<file path="config.mk">
export PLATFORM = sky130hd
export DESIGN_NAME = port_pin_config_cell
export DESIGN_NICKNAME = d
export VERILOG_FILES = /design/src/include/port_cell_pkg.sv /design/src/rtl/pin_cell.sv /design/src/rtl/port_pin_config_cell.sv
export SDC_FILE = /design/constraint.sdc
export NUM_CORES = 2
export LEC_CHECK = 0
export BUFFER_PORTS_ARGS = -buffer_cell sky130_fd_sc_hd__buf_2
export CORE_AREA = 5 5 377 379
export CTS_CLUSTER_DIAMETER = 200
export CTS_CLUSTER_SIZE = 10
export DETAILED_ROUTE_END_ITERATION = 10
export DIE_AREA = 0 0 382 384
export PLACE_DENSITY = 0.52
export SYNTH_ARGS = -nofsm -noshare
export SYNTH_HDL_FRONTEND = slang
export SYNTH_SLANG_ARGS = --single-unit
</file>
<file path="constraint.sdc">
create_clock -name i_clk_sys -period 5.4 [get_ports i_clk_sys]
set_clock_uncertainty 0.2 [all_clocks]
set_input_delay 0.27 -clock i_clk_sys [delete_from_list [all_inputs] [get_ports i_clk_sys]]
set_output_delay 0.27 -clock i_clk_sys [all_outputs]
set_load 0.05 [all_outputs]
</file>
<file path="src/include/port_cell_pkg.sv">
// shared constants, register map and carriers for the port pin configuration block
`default_nettype none
package port_cell_pkg;
	localparam int unsigned NUM_PORTS = 8;
	localparam int unsigned PORT_BITS = 8;
	localparam int unsigned NUM_PINS = NUM_PORTS * PORT_BITS;
	localparam int unsigned ADDR_W = 8;

	// register word byte addresses, one aligned word each
	localparam logic [ADDR_W-1:0] OFS_ANALOG_DIGITAL = 8'h00;
	localparam logic [ADDR_W-1:0] OFS_OUTPUT_MODE = 8'h04;
	localparam logic [ADDR_W-1:0] OFS_OUTPUT_LATCH = 8'h08;
	localparam logic [ADDR_W-1:0] OFS_DRIVE_STRENGTH = 8'h0c;
	localparam logic [ADDR_W-1:0] OFS_BYPASS = 8'h10;
	localparam logic [ADDR_W-1:0] OFS_PIN_READ = 8'h14;
	localparam logic [ADDR_W-1:0] OFS_EVENT_FLAGS = 8'h18;
	localparam logic [ADDR_W-1:0] OFS_GLOBAL_CTRL = 8'h1c;
	localparam logic [ADDR_W-1:0] PORT_STRIDE = 8'h20;
	localparam logic [ADDR_W-1:0] OFS_PORT_FIELD_MASK = 8'h1f;
	localparam logic [ADDR_W-1:0] OFS_PORT_SEL_MASK = 8'he0;
	localparam int unsigned PORT_SEL_LSB = 5;

	// reset values per port byte
	localparam logic [7:0] RST_ANALOG_DIGITAL = 8'hff;
	localparam logic [7:0] RST_OUTPUT_MODE = 8'h00;
	localparam logic [7:0] RST_OUTPUT_LATCH = 8'hff;
	localparam logic [7:0] RST_DRIVE_STRENGTH = 8'h00;
	localparam logic [7:0] RST_BYPASS = 8'h00;
	localparam logic [7:0] BYTE_ZERO = 8'h00;
	// synchroniser reset level matches the pulled-up idle pad, so reset makes no false edge
	localparam logic PAD_IDLE_LEVEL = 1'b1;

	// global control fields
	localparam int unsigned BIT_PULLUP_DISABLE = 0;
	localparam int unsigned BIT_EXT_MEMORY = 1;

	// pins that the crossbar may allocate: ports 0..2
	localparam logic [NUM_PINS-1:0] CROSSBAR_RANGE = 64'h0000_0000_00ff_ffff;
	// fixed-location pins: first uart P0.4,P0.5 and second spi P2.0..P2.3
	localparam logic [NUM_PINS-1:0] FIXED_UART_PINS = 64'h0000_0000_0000_0030;
	localparam logic [NUM_PINS-1:0] FIXED_SPI_PINS = 64'h0000_0000_000f_0000;
	// external memory interface range P3.6..P6.7
	localparam logic [NUM_PINS-1:0] EXT_MEMORY_PINS = 64'h00ff_ffff_c000_0000;
	// debug data pin P7.0
	localparam int unsigned DEBUG_PIN = 56;

	// per-pin pad controls that travel together
	typedef struct packed {
		logic drive_oe;
		logic drive_out;
		logic pullup_en;
		logic receiver_en;
		logic high_drive;
	} pad_ctrl_t;

	// bus read response carrier
	typedef struct packed {
		logic valid;
		logic [31:0] data;
	} read_resp_t;
endpackage
`default_nettype wire

</file>
<file path="src/rtl/pin_cell.sv">
// one port pin cell: pad control, input synchroniser and edge capture
`timescale 1ns/100ps
`default_nettype none
module pin_cell (
	input wire logic i_clk_sys,
	input wire logic i_rst_n,
	input wire logic i_digital, // 1 digital, 0 analog
	input wire logic i_push_pull, // output mode select
	input wire logic i_out_value, // latch or peripheral value
	input wire logic i_out_enable, // driver permitted
	input wire logic i_high_drive,
	input wire logic i_pullup_disable,
	input wire logic i_pad_in,
	output var port_cell_pkg::pad_ctrl_t o_pad,
	output logic o_level,
	output logic o_edge
);
	logic sync1_q; // first synchroniser stage, read only by sync2_q
	logic sync2_q;
	logic prev_q; // previous synchronised level for edge detect
	logic drive_oe; // cell drives pad this cycle
	logic drive_out;

	// driver: push-pull drives both levels, open drain only low
	always_comb begin
		drive_oe = 1'b0;
		drive_out = 1'b0;
		if (i_digital && i_out_enable) begin
			if (i_push_pull) begin
				drive_oe = 1'b1;
				drive_out = i_out_value;
			end else begin
				drive_oe = ~i_out_value;
				drive_out = 1'b0;
			end
		end
	end

	// pad control bundle; pullup only while digital and not driving
	always_comb begin
		o_pad.drive_oe = drive_oe;
		o_pad.drive_out = drive_out;
		o_pad.pullup_en = i_digital && !drive_oe && !i_pullup_disable;
		o_pad.receiver_en = i_digital;
		o_pad.high_drive = i_high_drive;
	end

	// two-stage synchroniser; receiver gated by digital select
	always_ff @(posedge i_clk_sys) begin
		if (!i_rst_n) begin
			sync1_q <= port_cell_pkg::PAD_IDLE_LEVEL; // pulled-up pad reads high after reset
			sync2_q <= port_cell_pkg::PAD_IDLE_LEVEL;
		end else begin
			sync1_q <= i_pad_in & i_digital;
			sync2_q <= sync1_q;
		end
	end

	// edge history; analog pins hold zero so never create events
	always_ff @(posedge i_clk_sys) begin
		if (!i_rst_n) begin
			prev_q <= port_cell_pkg::PAD_IDLE_LEVEL; // same as sync2_q, no event on release
		end else begin
			prev_q <= sync2_q;
		end
	end

	assign o_level = sync2_q & i_digital;
	assign o_edge = i_digital && (sync2_q != prev_q);
endmodule
`default_nettype wire

</file>
<file path="src/rtl/port_pin_config_cell.sv">
// port pin configuration block: eight byte-wide ports behind an avalon-mm slave
//
// The Avalon-MM interface to the registers and the placing of the registers were decided locally.
`timescale 1ns/100ps
`default_nettype none
module port_pin_config_cell (
	input wire logic i_clk_sys,
	input wire logic i_rst_n,
	// avalon-mm slave
	input wire logic [port_cell_pkg::ADDR_W-1:0] i_avs_address,
	input wire logic i_avs_read,
	input wire logic i_avs_write,
	input wire logic [31:0] i_avs_writedata,
	input wire logic [3:0] i_avs_byteenable,
	output logic [31:0] o_avs_readdata,
	output logic o_avs_waitrequest,
	// pads, six signals each
	input wire logic [port_cell_pkg::NUM_PINS-1:0] i_pad_in,
	output logic [port_cell_pkg::NUM_PINS-1:0] o_pad_out,
	output logic [port_cell_pkg::NUM_PINS-1:0] o_pad_oe,
	output logic [port_cell_pkg::NUM_PINS-1:0] o_pad_pullup_en,
	output logic [port_cell_pkg::NUM_PINS-1:0] o_pad_receiver_en,
	output logic [port_cell_pkg::NUM_PINS-1:0] o_pad_high_drive,
	// crossbar and peripheral side
	input wire logic i_crossbar_enable,
	input wire logic [port_cell_pkg::NUM_PINS-1:0] i_crossbar_claim,
	input wire logic [port_cell_pkg::NUM_PINS-1:0] i_crossbar_out,
	input wire logic [port_cell_pkg::NUM_PINS-1:0] i_crossbar_oe,
	output logic [port_cell_pkg::NUM_PINS-1:0] o_crossbar_allowed,
	output logic [port_cell_pkg::NUM_PINS-1:0] o_pin_level,
	// external memory interface direct pins
	input wire logic [port_cell_pkg::NUM_PINS-1:0] i_ext_memory_out,
	input wire logic [port_cell_pkg::NUM_PINS-1:0] i_ext_memory_oe,
	// debug data line on P7.0
	input wire logic i_debug_data_active,
	input wire logic i_debug_data_out,
	input wire logic i_debug_data_oe,
	output logic o_debug_data_in,
	// edge events towards interrupt and wake logic
	output logic [port_cell_pkg::NUM_PINS-1:0] o_pin_edge,
	output logic o_event_any
);
	localparam int unsigned NP = port_cell_pkg::NUM_PINS;
	localparam int unsigned NB = port_cell_pkg::NUM_PORTS;

	logic [NP-1:0] analog_digital_q; // pin_analog_digital_select
	logic [NP-1:0] output_mode_q; // pin_output_mode_select
	logic [NP-1:0] output_latch_q; // gpio output latch
	logic [NP-1:0] drive_strength_q; // pin_drive_strength_select
	logic [NP-1:0] bypass_q; // crossbar_pin_bypass
	logic [NP-1:0] event_flags_q; // sticky edge flags
	logic weak_pullup_global_disable_q;
	logic ext_memory_pin_config_q; // routes ext memory onto its range
	logic [NP-1:0] digital_eff; // effective digital select
	logic [NP-1:0] level;
	logic [NP-1:0] edge_hit;
	logic [NP-1:0] out_value;
	logic [NP-1:0] out_enable;
	logic [NP-1:0] ext_mem_sel;
	logic [NP-1:0] xbar_sel;
	logic [NP-1:0] dbg_sel;
	logic [NB-1:0] port_hit; // one-hot port decode
	localparam int unsigned ADDR_W_L = port_cell_pkg::ADDR_W;
	logic [ADDR_W_L-1:0] field; // register offset inside the port slot
	logic wr_ad, wr_om, wr_ol, wr_ds, wr_bp, wr_ev, wr_gc;
	logic [7:0] wr_byte;
	logic [31:0] rdata_d;
	logic [31:0] rdata_q;
	logic ack_q; // one wait state on every access

	assign field = i_avs_address & port_cell_pkg::OFS_PORT_FIELD_MASK;
	assign wr_byte = i_avs_writedata[7:0]; // narrow data in low lane

	// field decode for the current write, taken on the acknowledge edge
	always_comb begin
		wr_ad = 1'b0;
		wr_om = 1'b0;
		wr_ol = 1'b0;
		wr_ds = 1'b0;
		wr_bp = 1'b0;
		wr_ev = 1'b0;
		wr_gc = 1'b0;
		if (i_avs_write && ack_q && i_avs_byteenable[0]) begin
			if (field == port_cell_pkg::OFS_ANALOG_DIGITAL) begin
				wr_ad = 1'b1;
			end else if (field == port_cell_pkg::OFS_OUTPUT_MODE) begin
				wr_om = 1'b1;
			end else if (field == port_cell_pkg::OFS_OUTPUT_LATCH) begin
				wr_ol = 1'b1;
			end else if (field == port_cell_pkg::OFS_DRIVE_STRENGTH) begin
				wr_ds = 1'b1;
			end else if (field == port_cell_pkg::OFS_BYPASS) begin
				wr_bp = 1'b1;
			end else if (field == port_cell_pkg::OFS_EVENT_FLAGS) begin
				wr_ev = 1'b1;
			end else if (field == port_cell_pkg::OFS_GLOBAL_CTRL) begin
				wr_gc = 1'b1;
			end
		end
	end

	// wait-state generator: waitrequest drops one cycle after request rises
	always_ff @(posedge i_clk_sys) begin
		if (!i_rst_n) begin
			ack_q <= 1'b0;
		end else begin
			ack_q <= (i_avs_read || i_avs_write) && !ack_q;
		end
	end
	assign o_avs_waitrequest = (i_avs_read || i_avs_write) && !ack_q;

	// per-port byte registers, eight ports of eight bits
	genvar p;
	generate
		for (p = 0; p < NB; p++) begin : g_port
			assign port_hit[p] = ((i_avs_address & port_cell_pkg::OFS_PORT_SEL_MASK)
				>> port_cell_pkg::PORT_SEL_LSB) == ADDR_W_L'(p);
			always_ff @(posedge i_clk_sys) begin
				if (!i_rst_n) begin
					analog_digital_q[p*8 +: 8] <= port_cell_pkg::RST_ANALOG_DIGITAL;
					output_mode_q[p*8 +: 8] <= port_cell_pkg::RST_OUTPUT_MODE;
					output_latch_q[p*8 +: 8] <= port_cell_pkg::RST_OUTPUT_LATCH;
					drive_strength_q[p*8 +: 8] <= port_cell_pkg::RST_DRIVE_STRENGTH;
					bypass_q[p*8 +: 8] <= port_cell_pkg::RST_BYPASS;
				end else if (port_hit[p]) begin
					if (wr_ad) analog_digital_q[p*8 +: 8] <= wr_byte;
					if (wr_om) output_mode_q[p*8 +: 8] <= wr_byte;
					if (wr_ol) output_latch_q[p*8 +: 8] <= wr_byte;
					if (wr_ds) drive_strength_q[p*8 +: 8] <= wr_byte;
					if (wr_bp) bypass_q[p*8 +: 8] <= wr_byte;
				end
			end
			// sticky edge flags, write one to clear; a new edge beats the clear
			always_ff @(posedge i_clk_sys) begin
				if (!i_rst_n) begin
					event_flags_q[p*8 +: 8] <= port_cell_pkg::BYTE_ZERO;
				end else if (wr_ev && port_hit[p]) begin
					event_flags_q[p*8 +: 8] <= (event_flags_q[p*8 +: 8] & ~wr_byte)
						| edge_hit[p*8 +: 8];
				end else begin
					event_flags_q[p*8 +: 8] <= event_flags_q[p*8 +: 8] | edge_hit[p*8 +: 8];
				end
			end
		end
	endgenerate

	// global controls live only in the port 0 slot
	always_ff @(posedge i_clk_sys) begin
		if (!i_rst_n) begin
			weak_pullup_global_disable_q <= 1'b0;
			ext_memory_pin_config_q <= 1'b0;
		end else if (wr_gc && port_hit[0]) begin
			weak_pullup_global_disable_q <= wr_byte[port_cell_pkg::BIT_PULLUP_DISABLE];
			ext_memory_pin_config_q <= wr_byte[port_cell_pkg::BIT_EXT_MEMORY];
		end
	end

	// pin source selection; debug owns P7.0 while active, ext memory its range
	always_comb begin
		dbg_sel = '0;
		dbg_sel[port_cell_pkg::DEBUG_PIN] = i_debug_data_active;
		ext_mem_sel = ext_memory_pin_config_q ? port_cell_pkg::EXT_MEMORY_PINS : '0;
		// crossbar only on allowed pins that it actually claims
		xbar_sel = i_crossbar_claim & o_crossbar_allowed & {NP{i_crossbar_enable}};
		digital_eff = analog_digital_q;
		digital_eff[port_cell_pkg::DEBUG_PIN] = 1'b1;
		// ext memory wins over the crossbar, debug wins over everything
		out_value = (output_latch_q & ~ext_mem_sel & ~xbar_sel)
			| (i_ext_memory_out & ext_mem_sel)
			| (i_crossbar_out & xbar_sel & ~ext_mem_sel);
		out_enable = (~ext_mem_sel & ~xbar_sel)
			| (i_ext_memory_oe & ext_mem_sel)
			| (i_crossbar_oe & xbar_sel & ~ext_mem_sel);
		out_value[port_cell_pkg::DEBUG_PIN] = i_debug_data_active ? i_debug_data_out
			: out_value[port_cell_pkg::DEBUG_PIN];
		out_enable[port_cell_pkg::DEBUG_PIN] = i_debug_data_active ? i_debug_data_oe
			: out_enable[port_cell_pkg::DEBUG_PIN];
	end

	// crossbar may use ports 0..2 not bypassed; fixed pins are masked by bypass like the rest
	assign o_crossbar_allowed = port_cell_pkg::CROSSBAR_RANGE & ~bypass_q
		& ~ext_mem_sel;

	// one cell per pin
	genvar n;
	generate
		for (n = 0; n < NP; n++) begin : g_pin
			port_cell_pkg::pad_ctrl_t pad;
			logic push_pull;
			// debug line is forced push-pull while active; otherwise the output mode applies
			assign push_pull = dbg_sel[n] ? 1'b1 : output_mode_q[n];
			pin_cell u_cell (
				.i_clk_sys(i_clk_sys),
				.i_rst_n(i_rst_n),
				.i_digital(digital_eff[n]),
				.i_push_pull(push_pull),
				.i_out_value(out_value[n]),
				.i_out_enable(out_enable[n]),
				.i_high_drive(drive_strength_q[n]),
				.i_pullup_disable(weak_pullup_global_disable_q),
				.i_pad_in(i_pad_in[n]),
				.o_pad(pad),
				.o_level(level[n]),
				.o_edge(edge_hit[n])
			);
			assign o_pad_out[n] = pad.drive_out;
			assign o_pad_oe[n] = pad.drive_oe;
			assign o_pad_pullup_en[n] = pad.pullup_en;
			assign o_pad_receiver_en[n] = pad.receiver_en;
			assign o_pad_high_drive[n] = pad.high_drive;
		end
	endgenerate

	assign o_pin_level = level;
	assign o_pin_edge = edge_hit;
	assign o_event_any = |event_flags_q;
	assign o_debug_data_in = level[port_cell_pkg::DEBUG_PIN];

	// read mux; unmapped fields read zero
	always_comb begin
		rdata_d = '0;
		for (int i = 0; i < NB; i++) begin
			if (port_hit[i]) begin
				if (field == port_cell_pkg::OFS_ANALOG_DIGITAL) begin
					rdata_d[7:0] = analog_digital_q[i*8 +: 8];
				end else if (field == port_cell_pkg::OFS_OUTPUT_MODE) begin
					rdata_d[7:0] = output_mode_q[i*8 +: 8];
				end else if (field == port_cell_pkg::OFS_OUTPUT_LATCH) begin
					rdata_d[7:0] = output_latch_q[i*8 +: 8];
				end else if (field == port_cell_pkg::OFS_DRIVE_STRENGTH) begin
					rdata_d[7:0] = drive_strength_q[i*8 +: 8];
				end else if (field == port_cell_pkg::OFS_BYPASS) begin
					rdata_d[7:0] = bypass_q[i*8 +: 8];
				end else if (field == port_cell_pkg::OFS_PIN_READ) begin
					rdata_d[7:0] = level[i*8 +: 8];
				end else if (field == port_cell_pkg::OFS_EVENT_FLAGS) begin
					rdata_d[7:0] = event_flags_q[i*8 +: 8];
				end else if (field == port_cell_pkg::OFS_GLOBAL_CTRL && i == 0) begin
					rdata_d[port_cell_pkg::BIT_PULLUP_DISABLE] = weak_pullup_global_disable_q;
					rdata_d[port_cell_pkg::BIT_EXT_MEMORY] = ext_memory_pin_config_q;
				end
			end
		end
	end

	// registered read data, loaded in the wait cycle so it stands at the ack edge
	always_ff @(posedge i_clk_sys) begin
		if (!i_rst_n) begin
			rdata_q <= '0;
		end else if (i_avs_read && !ack_q) begin
			rdata_q <= rdata_d;
		end
	end
	assign o_avs_readdata = rdata_q;
endmodule
`default_nettype wire

</file>
==> results.md <==
* Ys Warns at 0
* Via count at 31900
* Placer Congestion at 0.922
* Sequential share of the synthesized area at 36.4%
* Vias in the first global route at 29600
* First-pass GRT wire length at 243000 um
* Synth top area share at 36.4%
* Routed len/inst at 28.9 um
* DIE WIDTH at 382 um
* Fill count at 15100
* Post-CTS Setup Repair Bufs at 0
* Maximum VDD drop at 169 uV
* Post-DP HPWL at 135000 um
* Wirelength, routed at 181000 um
* EDFF count, synth at 0
* Initial antenna violation count at 27
* Nets@finish at 4860
* Final setup TNS at 0 ns
* PwrDens at 275 nW/um^2
* Gr usage total at 23.3%
* DR DRC count at 0
* Initial Utilization at 23.3%
* Layout cells sized above 1 at 21.5%
* Top post-synthesis cells by area: dfxtp_1, buf_4, nand2_1, a21boi_0, nand3_1
* Syn Std Cell Area at 32300 um^2
* Fin. max-slew vios at 0
* Via density at 5.11
* Synth-to-layout area growth at 14.9%
* Detailed router's first-iteration violation count at 3723
* Worst-margin pin slew at 1.38 ns
* RSZ-0062 raised after global routing: no
* Clock latency on the worst-skew pair at 0.69 ns
* Worst EP arrival at 3.23 ns
* CP Launch Type: flop
* Clock Tree Root: clkbuf_16
* Cell variety after synth at 84
* Synth Flop Type: dfxtp_1
* Register-to-register setup slack at 2.18 ns
* Leading area contributor after synthesis: dfxtp_1
* Count leader, synth: nand2_1
* CTS buffer count at 68
* Grt ovf at 0
* Synthesized area per cell at 7.80 um^2
* Max Freq at 0.271 GHz
* Post-synthesis register bit count at 587
* Critical path required time at 4.93 ns
* Final Hold Fails at 0
* Setup Crit Path Kind: flop to primary output
* Hold WC Path Type: input port to flop
* Final setup fails at 0
* Core Rows at 137
* Largest net degree at the start of global routing at 231
* Die Y-Extent at 384 um
* CP max FO at 34
* DR pass1 iterations at 8
* Final min period at 3.70 ns
* Pleak at 14.8 nW
* Slew HR at 7.93%
* H-tree depth at 3
* Sink Count at 587
* CTS tree: done
* Critical Path Sink Type: primary output
* Mapped Cells at 4143
* Core Area at 139000 um^2
* Cts repair resizes at 0
* Die footprint at 147000 um^2
* Worst-path clk slew at 0.06 ns
* Period utilization at 68.4%
* Post-synth top cells: nand2_1, dfxtp_1, buf_4, nand3_1, a21boi_0
* Async SR Flop Fraction at 0%
* Max Cap Viol at 0
* Clock tree buffer depth at 3
* Antenna Violating Nets Remaining at 0
* Final core utilization at 26.8%
* Hold_buf cts at 82
* IO Count at 983
* Status: finished clean
* Input/output buffers at 694
sequential cells by signal (all words and copies together), names as in the netlist:
signal                        flops
o_avs_readdata                    8
g_pin.u_cell.prev_q              64
weak_pullup_global_disable_q      1
drive_strength_q                 64
g_pin.u_cell.sync2_q             64
g_pin.push_pull                  63
output_mode_q                     1
event_flags_q                    64
g_pin.u_cell.sync1_q             64
ext_memory_pin_config_q           1
bypass_q                         64
ack_q                             1
analog_digital_q                 64
output_latch_q                   64
stage by stage:
| step | power, mW | hold slack [ns] | cell area (um^2) | cells | setup slack [ns] |
|---|---|---|---|---|---|
| after floorplan | 5.64 | 0.171 | 32500 | 4206 | 2.32 |
| after global placement | 6.06 | 0.187 | 34500 | 6079 | 1.28 |
| after detailed placement | 6.07 | 0.191 | 34500 | 6079 | 1.25 |
| after CTS | 10.3 | 0.0141 | 37100 | 6233 | 1.62 |
| after global routing | 10.5 | 0.0649 | 37100 | 6234 | 1.60 |
| final | 10.2 | 0.0629 | 37100 | 6249 | 1.70 |
cell usage in the layout, fill, tap and decap left out, types with 6 or more instances in the layout:
| cell | count |
|---|---|
| dlygate4sd3_1 | 82 |
| o221ai_1 | 19 |
| dfxtp_1 | 585 |
| a22o_1 | 11 |
| nor2_2 | 7 |
| a2111oi_0 | 9 |
| nor3b_1 | 50 |
| buf_2 | 690 |
| nor4_1 | 25 |
| a21oi_1 | 204 |
| a221o_1 | 6 |
| a31oi_1 | 11 |
| inv_1 | 70 |
| a21boi_1 | 17 |
| nand2b_1 | 136 |
| buf_4 | 78 |
| mux2_2 | 11 |
| o22ai_1 | 41 |
| o221a_2 | 50 |
| a22oi_1 | 41 |
| nor2_1 | 149 |
| and2_1 | 125 |
| o21ai_0 | 171 |
| nand2_1 | 799 |
| nand3_1 | 300 |
| xor2_1 | 62 |
| conb_1 | 65 |
| a211oi_1 | 11 |
| nor2b_1 | 64 |
| diode_2 | 16 |
| a221oi_1 | 9 |
| a21boi_0 | 222 |
| nor3_1 | 27 |
| clkbuf_16 | 68 |
| mux2i_1 | 63 |
| o21a_1 | 12 |
| o211ai_1 | 11 |
| mux4_2 | 6 |
cell type report:
class	instances	area, um^2	area share (%)
diodes	16	40.0	0.108
clock buffers	69	1710	4.60
clock inverters	3	30.0	0.0809
inverters	72	270	0.728
multi-input cells	2839	16100	43.3
flip-flops and latches	587	11800	31.7
well taps	1807	2260	6.09
repair buffers	856	4970	13.4
critical path: stages, from the launching register on:
cell      delay (ns)
dfxtp_2         0.33
inv_2           0.40
buf_4           0.49
nand2_1         0.20
a21boi_0        0.16
o221a_2         0.30
nor3b_1         0.27
buf_2           0.32
worst paths after layout:
kind | startpoint | endpoint | cells past startpoint
worst max-delay path | ext_memory_pin_config_q$_SDFFE_PN0P_ | o_pad_pullup_en[48] | 7
worst min-delay path | i_avs_writedata[1] | output_latch_q[49]$_SDFFE_PN1P_ | 3
worst max register to register | analog_digital_q[13]$_SDFFE_PN1P_ | o_avs_readdata[5]$_SDFFE_PN0P_ | 7
worst min register to register | g_pin[32].u_cell.sync1_q$_SDFF_PN1_ | g_pin[32].u_cell.sync2_q$_SDFF_PN1_ | 1
cell families (layout without fill, tap and decap cells):
group / Yosys count / after routing / synth area share (%)
AOI/OAI and AO/OA: 899 / 899 / 18.8
and+or+nand+nor: 1731 / 1731 / 25.6
xor gates and xnor gates: 64 / 64 / 1.74
buffers and inverters: 780 / 1000 / 14.7
muxes: 80 / 80 / 2.75
other: 2 / 81 / 0.0232
DFF: 587 / 587 / 36.4
where the power goes:
| part | leakage [nW] | total [mW] | switching (mW) | internal, mW |
|---|---|---|---|---|
| sequential | 4.79 | 4.52 | 0.0915 | 4.43 |
| clock | 0.855 | 4.16 | 1.94 | 2.22 |
| combinational | 9.12 | 1.52 | 1.10 | 0.419 |
metal layers:
metal | global-route usage [%] | wire, um
met5 | 0 | 68
met4 | 8.65 | 7810
met3 | 7.04 | 17900
met2 | 36.8 | 79600
met1 | 30.1 | 75300
(Power assumes the default switching activity.)
